**config.mk**
```make
export PLATFORM = sky130hd
export DESIGN_NAME = idle_timer
export DESIGN_NICKNAME = d
export VERILOG_FILES = /design/src/verilog/idle_timer_pkg.sv /design/src/verilog/tick_if.sv /design/src/verilog/idle_timer.sv /design/src/verilog/tick_gen.sv
export VERILOG_INCLUDE_DIRS = /design/src /design/src/verilog
export SDC_FILE = /design/constraint.sdc
export NUM_CORES = 1
export LEC_CHECK = 0
export ABC_AREA = 1
export CORE_MARGIN = 2
export CORE_UTILIZATION = 50
export DETAILED_ROUTE_END_ITERATION = 10
export DONT_BUFFER_PORTS = 1
export PLACE_DENSITY_LB_ADDON = 0.1
export SLEW_MARGIN = 10
export SYNTH_ARGS = -nofsm -noshare
export SYNTH_HDL_FRONTEND = slang
export SYNTH_HIERARCHICAL = 1
export SYNTH_SLANG_ARGS = --single-unit
```
**constraint.sdc**
```tcl
create_clock -name clk_i -period 10.7 [get_ports clk_i]
set_input_delay 0 -clock clk_i [delete_from_list [all_inputs] [get_ports clk_i]]
set_output_delay 0 -clock clk_i [all_outputs]
set_load 0.05 [all_outputs]
```
**src/verilog/idle_timer_defs.svh**
```systemverilog
// Register indices, field positions, reset values and timing counts
`ifndef IDLE_TIMER_DEFS_SVH
`define IDLE_TIMER_DEFS_SVH

// Register indices; byte address is four times the index
`define REG_PERIODS_IDX    8'h28
`define REG_COUNTER_IDX    8'h29
`define REG_PERIODIC_MEASURE_PERIOD_IDX     8'h32
`define REG_CHAN_SEL_IDX   8'h33
`define REG_STATUS_IDX     8'h40
`define REG_IRQ_MASK_IDX   8'h41
`define REG_CTRL_IDX       8'h42

// Field positions
`define PD_PER_HI          7
`define PD_PER_LO          4
`define FLT_PER_HI         3
`define FLT_PER_LO         0
`define PERIODIC_MEASURE_PERIOD_HI          3
`define PERIODIC_MEASURE_PERIOD_LO          0
`define CTRL_CLR_DIS_BIT   0
`define ST_FAULT_BIT       0
`define ST_PD_BIT          1
`define ST_AM_BIT          2
`define ST_W               3
`define CELL_SEL_HI        31
`define CELL_SEL_LO        16
`define AUX_SEL_HI         15
`define AUX_SEL_LO         8
`define TEMP_SEL_BIT       7
`define CHAN_SEL_USED      32'hFFFF_FF80

// Reset values
`define PERIODS_RST        8'h00
`define COUNTER_RST        24'h000000
`define PERIODIC_MEASURE_PERIOD_RST         4'h0
`define CHAN_SEL_RST       32'h0000_0000

// Timing: inactivity tick of 4 kHz, system clock of 25 MHz
`define CLK_PERIOD_NS      40
`define TICK_PERIOD_US     250
`define TICK_DIV_CYCLES    ((`TICK_PERIOD_US * 1000) / `CLK_PERIOD_NS)
`define TICKS_PER_MS       (1000 / `TICK_PERIOD_US)
`define COUNT_MAX          24'hFFFFFF

`endif

```
**src/verilog/idle_timer_pkg.sv**
```systemverilog
// Types shared by the inactivity and periodic-measure timer block
package idle_timer_pkg;
   typedef enum logic {
      SEQ_IDLE,
      SEQ_RUN
   } seq_state_t;
   typedef logic [23:0] count_t;
endpackage

```
**src/verilog/tick_if.sv**
```systemverilog
// Carrier of the 4 kHz time-base tick between the divider and the timers
`timescale 1ns/100ps
`default_nettype none
interface tick_if;
   logic tick;
   modport src (output tick);
   modport dst (input  tick);
endinterface
`default_nettype wire
```
**src/verilog/idle_timer.sv**
```systemverilog
// Link inactivity counter with fault and power-down limits, periodic measure
//
// Overview of operation
// - Idle time beyond power-down code forces shutdown; 0 and 14-15 disable.
// - Idle time beyond fault code sets link idle fault; same code table.
// - One 24-bit up-counter on 4 kHz tick feeds both limit compares.
// - Writing the counter register loads that value as current count.
// - Reading the counter returns the live count.
// - Periodic measure starts each selected interval; code 0 switches off.
// - Interval shorter than sequence: next sequence starts back to back.
// - Writing interval field restarts interval timer and starts monitoring.
// - Upper four interval register bits ignore writes and read zero.
// - Measure only masked channels, and only while interval is non-zero.
//
// Implementation choice: the Avalon-MM slave port.
`timescale 1ns/100ps
`default_nettype none
`include "idle_timer_defs.svh"
module idle_timer #(
   parameter int TICK_DIV = `TICK_DIV_CYCLES
) (
   input  wire logic        clk_i,              // System clock, 25 MHz
   input  wire logic        rst_i,              // Async reset, active high
   input  wire logic [9:0]  avs_address_i,      // Avalon byte address
   input  wire logic        avs_read_i,         // Avalon read
   input  wire logic        avs_write_i,        // Avalon write
   input  wire logic [31:0] avs_writedata_i,    // Avalon write data
   input  wire logic [3:0]  avs_byteenable_i,   // Avalon byte enables
   output logic      [31:0] avs_readdata_o,     // Avalon read data
   output logic             avs_waitrequest_o,  // Avalon wait request
   input  wire logic        frame_valid_i,      // Valid frame received pulse
   input  wire logic        seq_done_i,         // Measure sequence finished
   output logic             seq_start_o,        // Measure sequence start pulse
   output logic      [15:0] cell_mask_o,        // Cells to measure
   output logic      [7:0]  aux_mask_o,         // Aux inputs to measure
   output logic             temp_sel_o,         // Measure die temperature
   output logic             idle_fault_o,       // Link idle fault level
   output logic             powerdown_o,        // Shutdown request, latched
   output logic             irq_o               // Interrupt, active high
);
   if (TICK_DIV < 2) begin
      $error("idle_timer: TICK_DIV must be at least 2");
   end

   tick_if tk ();
   tick_gen #(.DIV(TICK_DIV)) u_tick (
      .clk_i (clk_i),
      .rst_i (rst_i),
      .tk    (tk.src)
   );

   // Code to limit in 4 kHz ticks; reserved codes give zero (disabled)
   function automatic idle_timer_pkg::count_t idle_limit(input logic [3:0] c);
      logic [31:0] ms;
      ms = 32'h0;
      case (c)
         4'h1:    ms = 32'h64;
         4'h2:    ms = 32'h1F4;
         4'h3:    ms = 32'h3E8;
         4'h4:    ms = 32'h7D0;
         4'h5:    ms = 32'h1388;
         4'h6:    ms = 32'h2710;
         4'h7:    ms = 32'h7530;
         4'h8:    ms = 32'hEA60;
         4'h9:    ms = 32'h1D4C0;
         4'hA:    ms = 32'h493E0;
         4'hB:    ms = 32'h927C0;
         4'hC:    ms = 32'h1B7740;
         4'hD:    ms = 32'h36EE80;
         default: ms = 32'h0;
      endcase
      return 24'(ms * `TICKS_PER_MS);
   endfunction

   function automatic idle_timer_pkg::count_t am_limit(input logic [3:0] c);
      logic [31:0] ms;
      ms = 32'h0;
      case (c)
         4'h1:    ms = 32'h1;
         4'h2:    ms = 32'h2;
         4'h3:    ms = 32'h5;
         4'h4:    ms = 32'hA;
         4'h5:    ms = 32'h32;
         4'h6:    ms = 32'h64;
         4'h7:    ms = 32'hC8;
         4'h8:    ms = 32'h1F4;
         4'h9:    ms = 32'h3E8;
         4'hA:    ms = 32'h7D0;
         4'hB:    ms = 32'h1388;
         4'hC:    ms = 32'h2710;
         4'hD:    ms = 32'hEA60;
         4'hE:    ms = 32'h1B7740;
         4'hF:    ms = 32'h36EE80;
         default: ms = 32'h0;
      endcase
      return 24'(ms * `TICKS_PER_MS);
   endfunction

   function automatic logic [31:0] be_merge(input logic [31:0] old,
                                            input logic [31:0] nw,
                                            input logic [3:0]  be);
      logic [31:0] r;
      r = old;
      for (int i = 0; i < 4; i++) begin
         if (be[i]) begin
            r[i*8 +: 8] = nw[i*8 +: 8];
         end
      end
      return r;
   endfunction

   // Avalon slave: one wait cycle, registers change at the accepting edge
   logic       wait_q;
   logic [7:0] idx;
   logic       req;
   logic       wr_acc;
   logic       wr_periods;
   logic       wr_counter;
   logic       wr_periodic_measure_period;
   logic       wr_chan;
   logic       wr_status;
   logic       wr_mask;
   logic       wr_ctrl;

   assign idx        = avs_address_i[9:2];
   assign req        = avs_read_i | avs_write_i;
   assign wr_acc     = avs_write_i & ~wait_q;
   assign wr_periods = wr_acc & (idx == `REG_PERIODS_IDX);
   assign wr_counter = wr_acc & (idx == `REG_COUNTER_IDX);
   assign wr_periodic_measure_period  = wr_acc & (idx == `REG_PERIODIC_MEASURE_PERIOD_IDX) & avs_byteenable_i[0];
   assign wr_chan    = wr_acc & (idx == `REG_CHAN_SEL_IDX);
   assign wr_status  = wr_acc & (idx == `REG_STATUS_IDX) & avs_byteenable_i[0];
   assign wr_mask    = wr_acc & (idx == `REG_IRQ_MASK_IDX)
                       & avs_byteenable_i[0];
   assign wr_ctrl    = wr_acc & (idx == `REG_CTRL_IDX) & avs_byteenable_i[0];

   always_ff @(posedge clk_i or posedge rst_i) begin
      if (rst_i) begin
         wait_q <= 1'b1;
      end else begin
         wait_q <= ~(req & wait_q);
      end
   end

   // Configuration registers
   logic [7:0]  periods_q;
   logic [3:0]  periodic_measure_period_q;
   logic [31:0] chan_q;
   logic        clr_dis_q;
   logic [`ST_W-1:0] irq_mask_q;

   always_ff @(posedge clk_i or posedge rst_i) begin
      if (rst_i) begin
         periods_q <= `PERIODS_RST;
      end else if (wr_periods & avs_byteenable_i[0]) begin
         periods_q <= avs_writedata_i[7:0];
      end
   end

   always_ff @(posedge clk_i or posedge rst_i) begin
      if (rst_i) begin
         periodic_measure_period_q <= `PERIODIC_MEASURE_PERIOD_RST;
      end else if (wr_periodic_measure_period) begin
         periodic_measure_period_q <= avs_writedata_i[`PERIODIC_MEASURE_PERIOD_HI:`PERIODIC_MEASURE_PERIOD_LO];
      end
   end

   always_ff @(posedge clk_i or posedge rst_i) begin
      if (rst_i) begin
         chan_q <= `CHAN_SEL_RST;
      end else if (wr_chan) begin
         chan_q <= be_merge(chan_q, avs_writedata_i, avs_byteenable_i)
                   & `CHAN_SEL_USED;
      end
   end

   always_ff @(posedge clk_i or posedge rst_i) begin
      if (rst_i) begin
         clr_dis_q  <= 1'b0;
         irq_mask_q <= '0;
      end else begin
         if (wr_ctrl) begin
            clr_dis_q <= avs_writedata_i[`CTRL_CLR_DIS_BIT];
         end
         if (wr_mask) begin
            irq_mask_q <= avs_writedata_i[`ST_W-1:0];
         end
      end
   end

   // Inactivity counter: write beats frame beats tick; saturates at top
   idle_timer_pkg::count_t count_q;
   idle_timer_pkg::count_t count_wr;
   logic [31:0]            count_merged;
   assign count_merged = be_merge({8'h00, count_q}, avs_writedata_i,
                                  avs_byteenable_i);
   assign count_wr     = count_merged[23:0];

   always_ff @(posedge clk_i or posedge rst_i) begin
      if (rst_i) begin
         count_q <= `COUNTER_RST;
      end else if (wr_counter) begin
         count_q <= count_wr;
      end else if (frame_valid_i & ~clr_dis_q) begin
         count_q <= `COUNTER_RST;
      end else if (tk.tick && count_q != `COUNT_MAX) begin
         count_q <= count_q + 24'h000001;
      end
   end

   // Limit compares share the one counter
   idle_timer_pkg::count_t pd_lim;
   idle_timer_pkg::count_t flt_lim;
   logic pd_hit;
   logic flt_hit;
   assign pd_lim  = idle_limit(periods_q[`PD_PER_HI:`PD_PER_LO]);
   assign flt_lim = idle_limit(periods_q[`FLT_PER_HI:`FLT_PER_LO]);
   assign pd_hit  = (pd_lim != '0) && (count_q >= pd_lim);
   assign flt_hit = (flt_lim != '0) && (count_q >= flt_lim);

   logic flt_hit_q;
   always_ff @(posedge clk_i or posedge rst_i) begin
      if (rst_i) begin
         flt_hit_q    <= 1'b0;
         idle_fault_o <= 1'b0;
         powerdown_o  <= 1'b0;
      end else begin
         flt_hit_q    <= flt_hit;
         idle_fault_o <= flt_hit;
         if (pd_hit) begin
            powerdown_o <= 1'b1;
         end
      end
   end

   // Periodic measure: interval timer and back-to-back sequencer
   idle_timer_pkg::count_t     am_cnt_q;
   idle_timer_pkg::count_t     am_lim;
   idle_timer_pkg::seq_state_t seq_q;
   logic am_due;
   logic pend_q;
   logic any_chan;
   logic launch;
   assign am_lim   = am_limit(periodic_measure_period_q);
   assign am_due   = tk.tick && (am_lim != '0)
                     && (am_cnt_q >= am_lim - 24'h000001);
   assign any_chan = |chan_q;
   assign launch   = pend_q && (seq_q == idle_timer_pkg::SEQ_IDLE)
                     && (periodic_measure_period_q != 4'h0) && any_chan;

   always_ff @(posedge clk_i or posedge rst_i) begin
      if (rst_i) begin
         am_cnt_q <= '0;
      end else if (wr_periodic_measure_period || periodic_measure_period_q == 4'h0 || am_due) begin
         am_cnt_q <= '0;
      end else if (tk.tick) begin
         am_cnt_q <= am_cnt_q + 24'h000001;
      end
   end

   // A due interval while busy stays pending, so the next run follows at once
   always_ff @(posedge clk_i or posedge rst_i) begin
      if (rst_i) begin
         pend_q <= 1'b0;
      end else if (wr_periodic_measure_period) begin
         pend_q <= (avs_writedata_i[`PERIODIC_MEASURE_PERIOD_HI:`PERIODIC_MEASURE_PERIOD_LO] != '0);
      end else if (periodic_measure_period_q == 4'h0) begin
         pend_q <= 1'b0;
      end else if (am_due) begin
         pend_q <= 1'b1;
      end else if (launch) begin
         pend_q <= 1'b0;
      end
   end

   always_ff @(posedge clk_i or posedge rst_i) begin
      if (rst_i) begin
         seq_q       <= idle_timer_pkg::SEQ_IDLE;
         seq_start_o <= 1'b0;
      end else begin
         seq_start_o <= launch;
         case (seq_q)
            idle_timer_pkg::SEQ_IDLE: begin
               if (launch) begin
                  seq_q <= idle_timer_pkg::SEQ_RUN;
               end
            end
            idle_timer_pkg::SEQ_RUN: begin
               if (seq_done_i) begin
                  seq_q <= idle_timer_pkg::SEQ_IDLE;
               end
            end
            default: seq_q <= idle_timer_pkg::SEQ_IDLE;
         endcase
      end
   end

   // Channel masks are captured at each launch and held for the run
   always_ff @(posedge clk_i or posedge rst_i) begin
      if (rst_i) begin
         cell_mask_o <= '0;
         aux_mask_o  <= '0;
         temp_sel_o  <= 1'b0;
      end else if (launch) begin
         cell_mask_o <= chan_q[`CELL_SEL_HI:`CELL_SEL_LO];
         aux_mask_o  <= chan_q[`AUX_SEL_HI:`AUX_SEL_LO];
         temp_sel_o  <= chan_q[`TEMP_SEL_BIT];
      end
   end

   // Sticky events, write one to clear; a new event beats the clear
   logic [`ST_W-1:0] status_q;
   logic [`ST_W-1:0] ev;
   assign ev[`ST_FAULT_BIT] = flt_hit & ~flt_hit_q;
   assign ev[`ST_PD_BIT]    = pd_hit & ~powerdown_o;
   assign ev[`ST_AM_BIT]    = launch;

   always_ff @(posedge clk_i or posedge rst_i) begin
      if (rst_i) begin
         status_q <= '0;
         irq_o    <= 1'b0;
      end else begin
         status_q <= ev | (status_q
                    & ~({`ST_W{wr_status}} & avs_writedata_i[`ST_W-1:0]));
         irq_o    <= |(status_q & irq_mask_q);
      end
   end

   // Read data is latched at the first request edge and stands in the
   // cycle where wait request is low; unmapped reads return zero
   always_ff @(posedge clk_i or posedge rst_i) begin
      if (rst_i) begin
         avs_readdata_o <= 32'h0000_0000;
      end else if (avs_read_i & wait_q) begin
         case (idx)
            `REG_PERIODS_IDX:  avs_readdata_o <= {24'h000000, periods_q};
            `REG_COUNTER_IDX:  avs_readdata_o <= {8'h00, count_q};
            `REG_PERIODIC_MEASURE_PERIOD_IDX:   avs_readdata_o <= {28'h0, periodic_measure_period_q};
            `REG_CHAN_SEL_IDX: avs_readdata_o <= chan_q;
            `REG_STATUS_IDX:   avs_readdata_o <= {29'h00000000, status_q};
            `REG_IRQ_MASK_IDX: avs_readdata_o <= {29'h00000000, irq_mask_q};
            `REG_CTRL_IDX:     avs_readdata_o <= {31'h00000000, clr_dis_q};
            default:           avs_readdata_o <= 32'h0000_0000;
         endcase
      end
   end

   assign avs_waitrequest_o = wait_q;

   // Checks
   property p_pd_latch;
      @(posedge clk_i) disable iff (rst_i)
      pd_hit |=> powerdown_o [*4];
   endproperty
   a_pd_latch: assert property (p_pd_latch)
      else $error("power-down not held after limit reached");

   property p_fault_follows;
      @(posedge clk_i) disable iff (rst_i)
      (flt_lim != '0 && count_q >= flt_lim) |=> idle_fault_o;
   endproperty
   a_fault_follows: assert property (p_fault_follows)
      else $error("idle fault not raised at limit");

   property p_count_inc;
      @(posedge clk_i) disable iff (rst_i)
      (tk.tick && !wr_counter && !(frame_valid_i && !clr_dis_q)
       && count_q != `COUNT_MAX) |=> count_q == $past(count_q) + 24'h000001;
   endproperty
   a_count_inc: assert property (p_count_inc)
      else $error("counter did not advance on tick");

   property p_count_load;
      @(posedge clk_i) disable iff (rst_i)
      (wr_counter && avs_byteenable_i == 4'hF)
      |=> count_q == $past(avs_writedata_i[23:0]);
   endproperty
   a_count_load: assert property (p_count_load)
      else $error("counter write not loaded");

   property p_count_read;
      @(posedge clk_i) disable iff (rst_i)
      (avs_read_i && wait_q && idx == `REG_COUNTER_IDX)
      |=> avs_readdata_o[23:0] == $past(count_q) && !avs_waitrequest_o;
   endproperty
   a_count_read: assert property (p_count_read)
      else $error("counter read value wrong");

   property p_frame_clear;
      @(posedge clk_i) disable iff (rst_i)
      (frame_valid_i && !clr_dis_q && !wr_counter) |=> count_q == '0;
   endproperty
   a_frame_clear: assert property (p_frame_clear)
      else $error("frame did not clear counter");

   property p_off_no_start;
      @(posedge clk_i) disable iff (rst_i)
      (periodic_measure_period_q == 4'h0 && !wr_periodic_measure_period) [*2] |=> !seq_start_o;
   endproperty
   a_off_no_start: assert property (p_off_no_start)
      else $error("measure started while switched off");

   property p_back_to_back;
      @(posedge clk_i) disable iff (rst_i)
      (seq_q == idle_timer_pkg::SEQ_RUN && seq_done_i && pend_q
       && periodic_measure_period_q != 4'h0 && any_chan && !wr_periodic_measure_period && !wr_chan)
      |=> ##1 seq_start_o;
   endproperty
   a_back_to_back: assert property (p_back_to_back)
      else $error("pending sequence not started back to back");

   property p_restart;
      @(posedge clk_i) disable iff (rst_i)
      wr_periodic_measure_period |=> am_cnt_q == '0;
   endproperty
   a_restart: assert property (p_restart)
      else $error("interval write did not restart timer");

   property p_rsvd_zero;
      @(posedge clk_i) disable iff (rst_i)
      (avs_read_i && wait_q && idx == `REG_PERIODIC_MEASURE_PERIOD_IDX)
      |=> avs_readdata_o[7:4] == 4'h0;
   endproperty
   a_rsvd_zero: assert property (p_rsvd_zero)
      else $error("reserved interval bits read non-zero");

   c_powerdown: cover property (@(posedge clk_i) disable iff (rst_i)
      $rose(powerdown_o));
   c_fault: cover property (@(posedge clk_i) disable iff (rst_i)
      $rose(idle_fault_o));
   c_b2b: cover property (@(posedge clk_i) disable iff (rst_i)
      seq_done_i && pend_q ##2 seq_start_o);
   c_irq: cover property (@(posedge clk_i) disable iff (rst_i)
      $rose(irq_o));
endmodule
`default_nettype wire

```
**src/verilog/tick_gen.sv**
```systemverilog
// Divider that makes the one-cycle 4 kHz time-base tick
`timescale 1ns/100ps
`default_nettype none
module tick_gen #(
   parameter int DIV = 6250
) (
   input  wire logic clk_i,   // System clock
   input  wire logic rst_i,   // Asynchronous reset, active high
   tick_if.src       tk       // Tick pulse out
);
   localparam int CW = $clog2(DIV);
   localparam logic [CW-1:0] LAST = CW'(DIV - 1);

   logic [CW-1:0] div_q;
   logic          tick_q;

   if (DIV < 2) begin
      $error("tick_gen: DIV must be at least 2");
   end

   always_ff @(posedge clk_i or posedge rst_i) begin
      if (rst_i) begin
         div_q  <= '0;
         tick_q <= 1'b0;
      end else if (div_q == LAST) begin
         div_q  <= '0;
         tick_q <= 1'b1;
      end else begin
         div_q  <= div_q + CW'(1);
         tick_q <= 1'b0;
      end
   end

   assign tk.tick = tick_q;
endmodule
`default_nettype wire

```
After elaboration in Yosys (flattened, before gate mapping)
Memories as Yosys holds them, arrays and structs flattened.
Cells that the tools add are included.
{ "word_totals": {"wordCells": 124, "reg_bits": 170, "out_inout_bits": 62, "input_bits": 52, "mem_bits_ro": 992, "mem_count": 3} }
{ "mem_list": {"columns": ["memory", "depth", "width", "read_ports", "rd_clocked_by_memory_dff", "wr", "line", "source"], "rows": [
  ["(no name shown)", 16, 22, 1, 0, 0, "idle_timer.sv:78", "case (c)"],
  ["(no name shown)", 16, 20, 1, 0, 0, "idle_timer.sv:56", "case (c)"],
  ["(no name shown)", 16, 20, 1, 0, 0, "idle_timer.sv:56", null]
]} }
{ "op_classes": {"n_mux": 18, "bitwise": 30, "eq_ne": 12, "n_addsub": 4, "n_reduce_logical": 28, "magnitude_cmp": 3} }
{ "ops": {"columns": ["operator", "n"], "rows": [
  ["one-hot mux 32 bit (7 select lines)", 1],
  ["2-to-1 mux 24 bit", 5],
  ["greater-or-equal comparator 24 bit", 3],
  ["nonzero test 24 bit", 3],
  ["adder 24 x 1 -> 24 bit, second input constant", 2],
  ["== test 8 x 6 -> 1 bit, second input constant", 4],
  ["OR reduction 25 bit", 1],
  ["== test 8 x 7 -> 1 bit, second input constant", 3],
  ["2-to-1 mux 8 bit", 3],
  ["inequality test 24 bit, second input constant", 1],
  ["subtractor 24 x 1 -> 24 bit, second input constant", 1],
  ["AND 1 bit", 18],
  ["AND reduction 2 bit", 7],
  ["adder 13 x 1 -> 13 bit, second input constant", 1],
  ["== test 13 bit, second input constant", 1],
  ["2-to-1 mux 13 bit", 1],
  ["nonzero test 4 bit", 3],
  ["AND 3 bit", 3],
  ["logical AND 1 bit", 8],
  ["2-to-1 mux 1 bit", 7],
  ["inequality test 2 bit, second input constant", 3],
  ["NOT 1 bit", 6],
  ["logical NOT 4 bit", 1],
  ["NOT 3 bit", 1],
  ["7 further kinds", 8]
]} }

Logic depth before layout (Yosys ltp)
{ "logic_depth": {"ltp_word": 8, "ltp_mapped": 26, "depth_no_buf": 26} }

Hierarchy
Netlist, hierarchy kept.
{ "modules_own_cells": {"columns": ["module", "cells_per_inst", "area_per_inst_um2", "n_inst"], "rows": [
  ["idle_timer", 1572, 10983.0, 1],
  ["tick_gen", 108, 785.8, 1]
]} }

Least setup slack after synthesis
No wires, ideal clock.
{ "synth_timing": {"kind": "reg2reg", "from": "register periodic_measure_period_q[0]", "to": "register am_cnt_q[13]", "setup_time_ps": 120, "slack_ps": 7651, "arrival_time_ps": 2929, "required_time_ps": 10580, "path_stages_with_launch": 25, "path_cell_list": "dfrtp_1 > inv_1 > ha_1 > nor2_1 > nor2_1 > inv_1 > ha_1 > inv_1 > nand2_1 > nand2_1 > nor2_1 > nand3_1 > o21ai_0 > inv_1 > ha_1 > nand2_1 > nor2_1 > nand2_1 > nor2_1 > nand2_1 > nand3_1 > nand2_4 > nand2_4 > buf_6 > nor2_1"} }
{ "synth_between": {"elab_chain_len": 6, "word_cells_on_any_way": 11} }
{ "synth_rtl": {"columns": ["element", "line", "source"], "rows": [
  ["from (decl)", "idle_timer.sv:147", "logic [3:0] periodic_measure_period_q;"],
  ["from (signal assigned)", "idle_timer.sv:162", "periodic_measure_period_q <= `PERIODIC_MEASURE_PERIOD_RST;"],
  ["from (signal assigned)", "idle_timer.sv:164", "periodic_measure_period_q <= avs_writedata_i[`PERIODIC_MEASURE_PERIOD_HI:`PERIODIC_MEASURE_PERIOD_LO];"],
  ["memory read (16 x 22 bit)", null, null],
  ["subtractor 24 x 1 -> 24 bit / nonzero test 24 bit (equally long branches)", "idle_timer.sv:246, idle_timer.sv:245", null],
  ["greater-or-equal comparator 24 bit / logical AND 1 bit (equally long branches)", "idle_timer.sv:246, idle_timer.sv:245", null],
  ["logical AND 1 bit", "idle_timer.sv:246", "&& (am_cnt_q >= am_lim - 24'h000001);"],
  ["logical OR 1 bit *", "idle_timer.sv:254", "end else if (wr_periodic_measure_period || periodic_measure_period_q == 4'h0 || am_due) begin"],
  ["2-to-1 mux 24 bit / nonzero test 2 bit (equally long branches)", null, null],
  ["to (signal assigned)", "idle_timer.sv:257", "am_cnt_q <= am_cnt_q + 24'h000001;"],
  ["to (decl)", "idle_timer.sv:237", "idle_timer_pkg::count_t am_cnt_q;"]
]} }
Mark *: on every way between the ends. The rest lies on a longest branch, timed or not.
A chain may end at the register's enable or synchronous reset.

Final worst setup path
{ "layout_timing": {"from": "register periodic_measure_period_q[0]", "to": "register am_cnt_q[8]"} }
The elaborated chain is that of the path after synthesis.

==> results_dict.tcl <==
set metrics [dict create \
    status "complete, no violations" \
    vias_per_cell 5.35 \
    worst_clock_skew_ns 0.0151 \
    grt_overflow 0 \
    io-pin-count 114 \
    dpl.hpwl_um 25400 \
    die_h_um 157 \
    die-area_sq_um 24800 \
    dp_slack_ns 7.06 \
    drc_errors 0 \
    drv_slew 0 \
    yosysWarnings 6 \
    wl_met2_um 15300 \
    crit_end "am_cnt_q[8]" \
    first_pass_iters 5 \
    powerDensity_nw_per_um2 117 \
    holdCritPathClass "in -> reg" \
    path_cells "inv_1 -> ha_1 -> nor2_1 -> nor2_1 -> inv_1 -> ha_1 -> inv_1 -> nand2_1 -> nand2_1 -> nor2_1 -> nand3_1 -> nand2_1 -> inv_1 -> ha_1 -> nand2_1 -> nor2_1 -> nand2_1 -> nor2_1 -> nand2_1 -> nand3_1 -> nand2_4 -> nand2_4 -> nor2_1" \
    r2r_slack_ns 7.03 \
    antenna_found_initial 0 \
    cp_slowest_cell "dfrtp_1" \
    asyncSetResetFlopFracSynth_pct 100 \
    synth-edff-count 0 \
    yosysTopAreaCell "dfrtp_1" \
    r2r_cells 23 \
    final_common_cell "nand2_1" \
    met3_length_um 2340 \
    nets 1851 \
    grt_pass1_wl_um 54500 \
    drv_cap 0 \
    reg2reg_to "am_cnt_q[8]" \
    ant_nets 0 \
    setup_viol 0 \
    vias 10900 \
    p_leak_uw 0.00660 \
    cts_root_buffer "clkbuf_16" \
    critPathTopFamily "simple AND/OR/NAND/NOR gates" \
    rows 56 \
    rsz0062_at_grt "no" \
    crit_arrival_ns 3.99 \
    syn_area_sq_um 11800 \
    place.gp.congestion 0.956 \
    grtUsageTotal_pct 28.2 \
    synth_top_area_share_pct 35.9 \
    crit_path_start "periodic_measure_period_q[0]" \
    end_kind "register" \
    core_area_sq_um 23300 \
    mostFrequentLayoutCells "nand2_1 (504), inv_1 (218), nor2_1 (210)" \
    max_slew_margin_pct 35.8 \
    postCtsHoldBufs 42 \
    cts_buffers 17 \
    worst_slew_pin_slew_ns 0.962 \
    die_w_um 157 \
    path_class "reg -> reg" \
    htree_num_levels 4 \
    port_buffers 0 \
    crit_required_ns 11.02 \
    synthToLayoutAreaGrowth_pct 10.6 \
    yosysSeqAreaShare_pct 36.2 \
    start_util_pct 50.6 \
    grt_max_degree 105 \
    tns_ns 0 \
    synth_cells 1680 \
    crit_buf_inv 4 \
    cts.path.max_buffers 2 \
    ir_worst_vdd_uv 87.8 \
    synthDistinctLibCells 48 \
    finalHoldViolCount 0 \
    fin_crit_ns 3.67 \
    ys.flop_type "dfrtp_1" \
    crit_fanout 17 \
    cts_num_sinks 170 \
    fin_crit_sh_pct 34.3 \
    fmax_mhz 273 \
    ctsResizeCount 0 \
    cp_slowest_stage_delay_ns 0.52 \
    wl_met1_um 15900 \
    synth_seq_cells 170 \
    drtIter0Drc 948 \
    post_cts_buffers 0 \
    r2r-start "periodic_measure_period_q[0]" \
    drt_wl_total_um 34000 \
    wire_per_inst_um 16.7 \
    clk_pin_slew_ns 0.08 \
    synth_nets 1824 \
    grt_pass1_vias 10100 \
    routed.top_layer "met4" \
    crit_cells 23 \
    netlist_top_cells_area "dfrtp_1 (36%), nand2_1 (16%), ha_1 (9.8%)" \
    worstSkewPairLatency_ns 0.44 \
    drive_gt1_share_pct 5.17 \
    syn_area_per_cell_sq_um 7.01 \
    fin_ws_ns 7.03 \
    cp-start-kind "register" \
    tritoncts "yes" \
]
## worst min path at each step
stage	to	slack, ns	depth (start not counted)	start
2_1_floorplan	u_tick/div_q[0]	-0.11	1	rst_i
3_3_place_gp	u_tick/div_q[4]	-0.03	1	rst_i
3_5_place_dp	u_tick/div_q[5]	-0.02	1	rst_i
4_1_cts	status_q[2]	0.01	6	avs_address_i[2]
5_1_grt	avs_readdata_o[0]	0.08	6	avs_address_i[8]
6_report	status_q[2]	0.02	6	avs_address_i[2]
## worst register-to-register path, stage by stage (launching register included)
cell,delay (ns)
dfrtp_1,0.52
inv_1,0.24
ha_1,0.26
nor2_1,0.11
nor2_1,0.08
inv_1,0.08
ha_1,0.18
inv_1,0.07
nand2_1,0.07
nand2_1,0.06
nor2_1,0.20
nand3_1,0.22
nand2_1,0.12
inv_1,0.05
ha_1,0.26
nand2_1,0.06
nor2_1,0.16
nand2_1,0.09
nor2_1,0.10
nand2_1,0.06
nand3_1,0.15
nand2_4,0.12
nand2_4,0.20
nor2_1,0.09
## power breakdown
| group | total, uW | switching (uW) | leakage, uW | internal, uW |
|---|---|---|---|---|
| combinational | 191 | 126 | 0.00411 | 65.2 |
| sequential | 688 | 34.2 | 0.00219 | 654 |
| clock | 638 | 316 | 0.000298 | 323 |
| total | 1520 | 476 | 0.00660 | 1040 |
## cell usage after synthesis, types with 2 or more instances
cell,n
inv_2,5
nand3_4,2
buf_4,2
dfrtp_1,169
o21ai_2,2
nand2_2,11
or2_2,2
a21oi_2,7
nand3b_1,6
nand2_8,2
clkbuf_1,11
o21bai_1,3
xnor2_1,2
inv_4,2
nor3_1,20
inv_1,219
ha_1,92
nand4_1,32
buf_2,14
nor2_4,5
nand3_1,82
o22ai_1,28
a21oi_1,70
nand2_1,505
nor2_2,9
nor2_1,210
buf_6,5
nand2_4,2
o21ai_1,3
o21ai_0,110
o31ai_1,8
a21o_1,2
o211ai_1,2
buf_1,3
xor2_1,20
## final cells by class
cell class | count | area (sq um)
clock buffers | 18 | 439
multi-input cells | 1247 | 6450
inverters | 227 | 862
well taps | 319 | 399
flip-flops and latches | 170 | 4260
clock inverters | 14 | 175
repair buffers | 44 | 435
diodes | 1 | 2.50
fillers | 2283 | 10200
## metrics by stage
step | power [uW] | hold WS, ns | util (%) | cell area [sq um] | cells
2_1_floorplan | 822 | -0.111 | - | 11800 | 1680
3_3_place_gp | 870 | -0.0318 | 51.5 | 12000 | 1965
3_5_place_dp | 875 | -0.0243 | 51.5 | 12000 | 1965
4_1_cts | 1520 | 0.0142 | 56.0 | 13000 | 2039
5_1_grt | 1580 | 0.0807 | 56.0 | 13000 | 2039
6_report | 1520 | 0.0183 | 56.0 | 13000 | 2040
## flip-flops by register name (all words and copies together) (netlist names), 3 cells and up
signal / cells
am_cnt_q: 24
aux_mask_o: 8
avs_readdata_o: 32
cell_mask_o: 16
chan_q: 25
count_q: 24
irq_mask_q: 3
periodic_measure_period_q: 4
periods_q: 8
status_q: 3
u_tick/div_q: 13
## logic make-up after synthesis
kind of cell	count (synthesis)	synth area share, %
AO/OA/AOI/OAI	242	11.4
XOR/XNOR	22	1.64
adder cells (fa/ha/maj)	92	9.78
buffers and inverters	263	9.06
flip-flops	170	36.2
AND/OR/NAND/NOR	891	31.9
## metal layers
metal | track usage, % | vias to the layer above
met2 | 44.7 | 356
met1 | 39.7 | 5074
met3 | 5.84 | 39
li1 | - | 5442
met5 | 0 | -
met4 | 6.45 | 0
(Power assumes the default switching activity.)
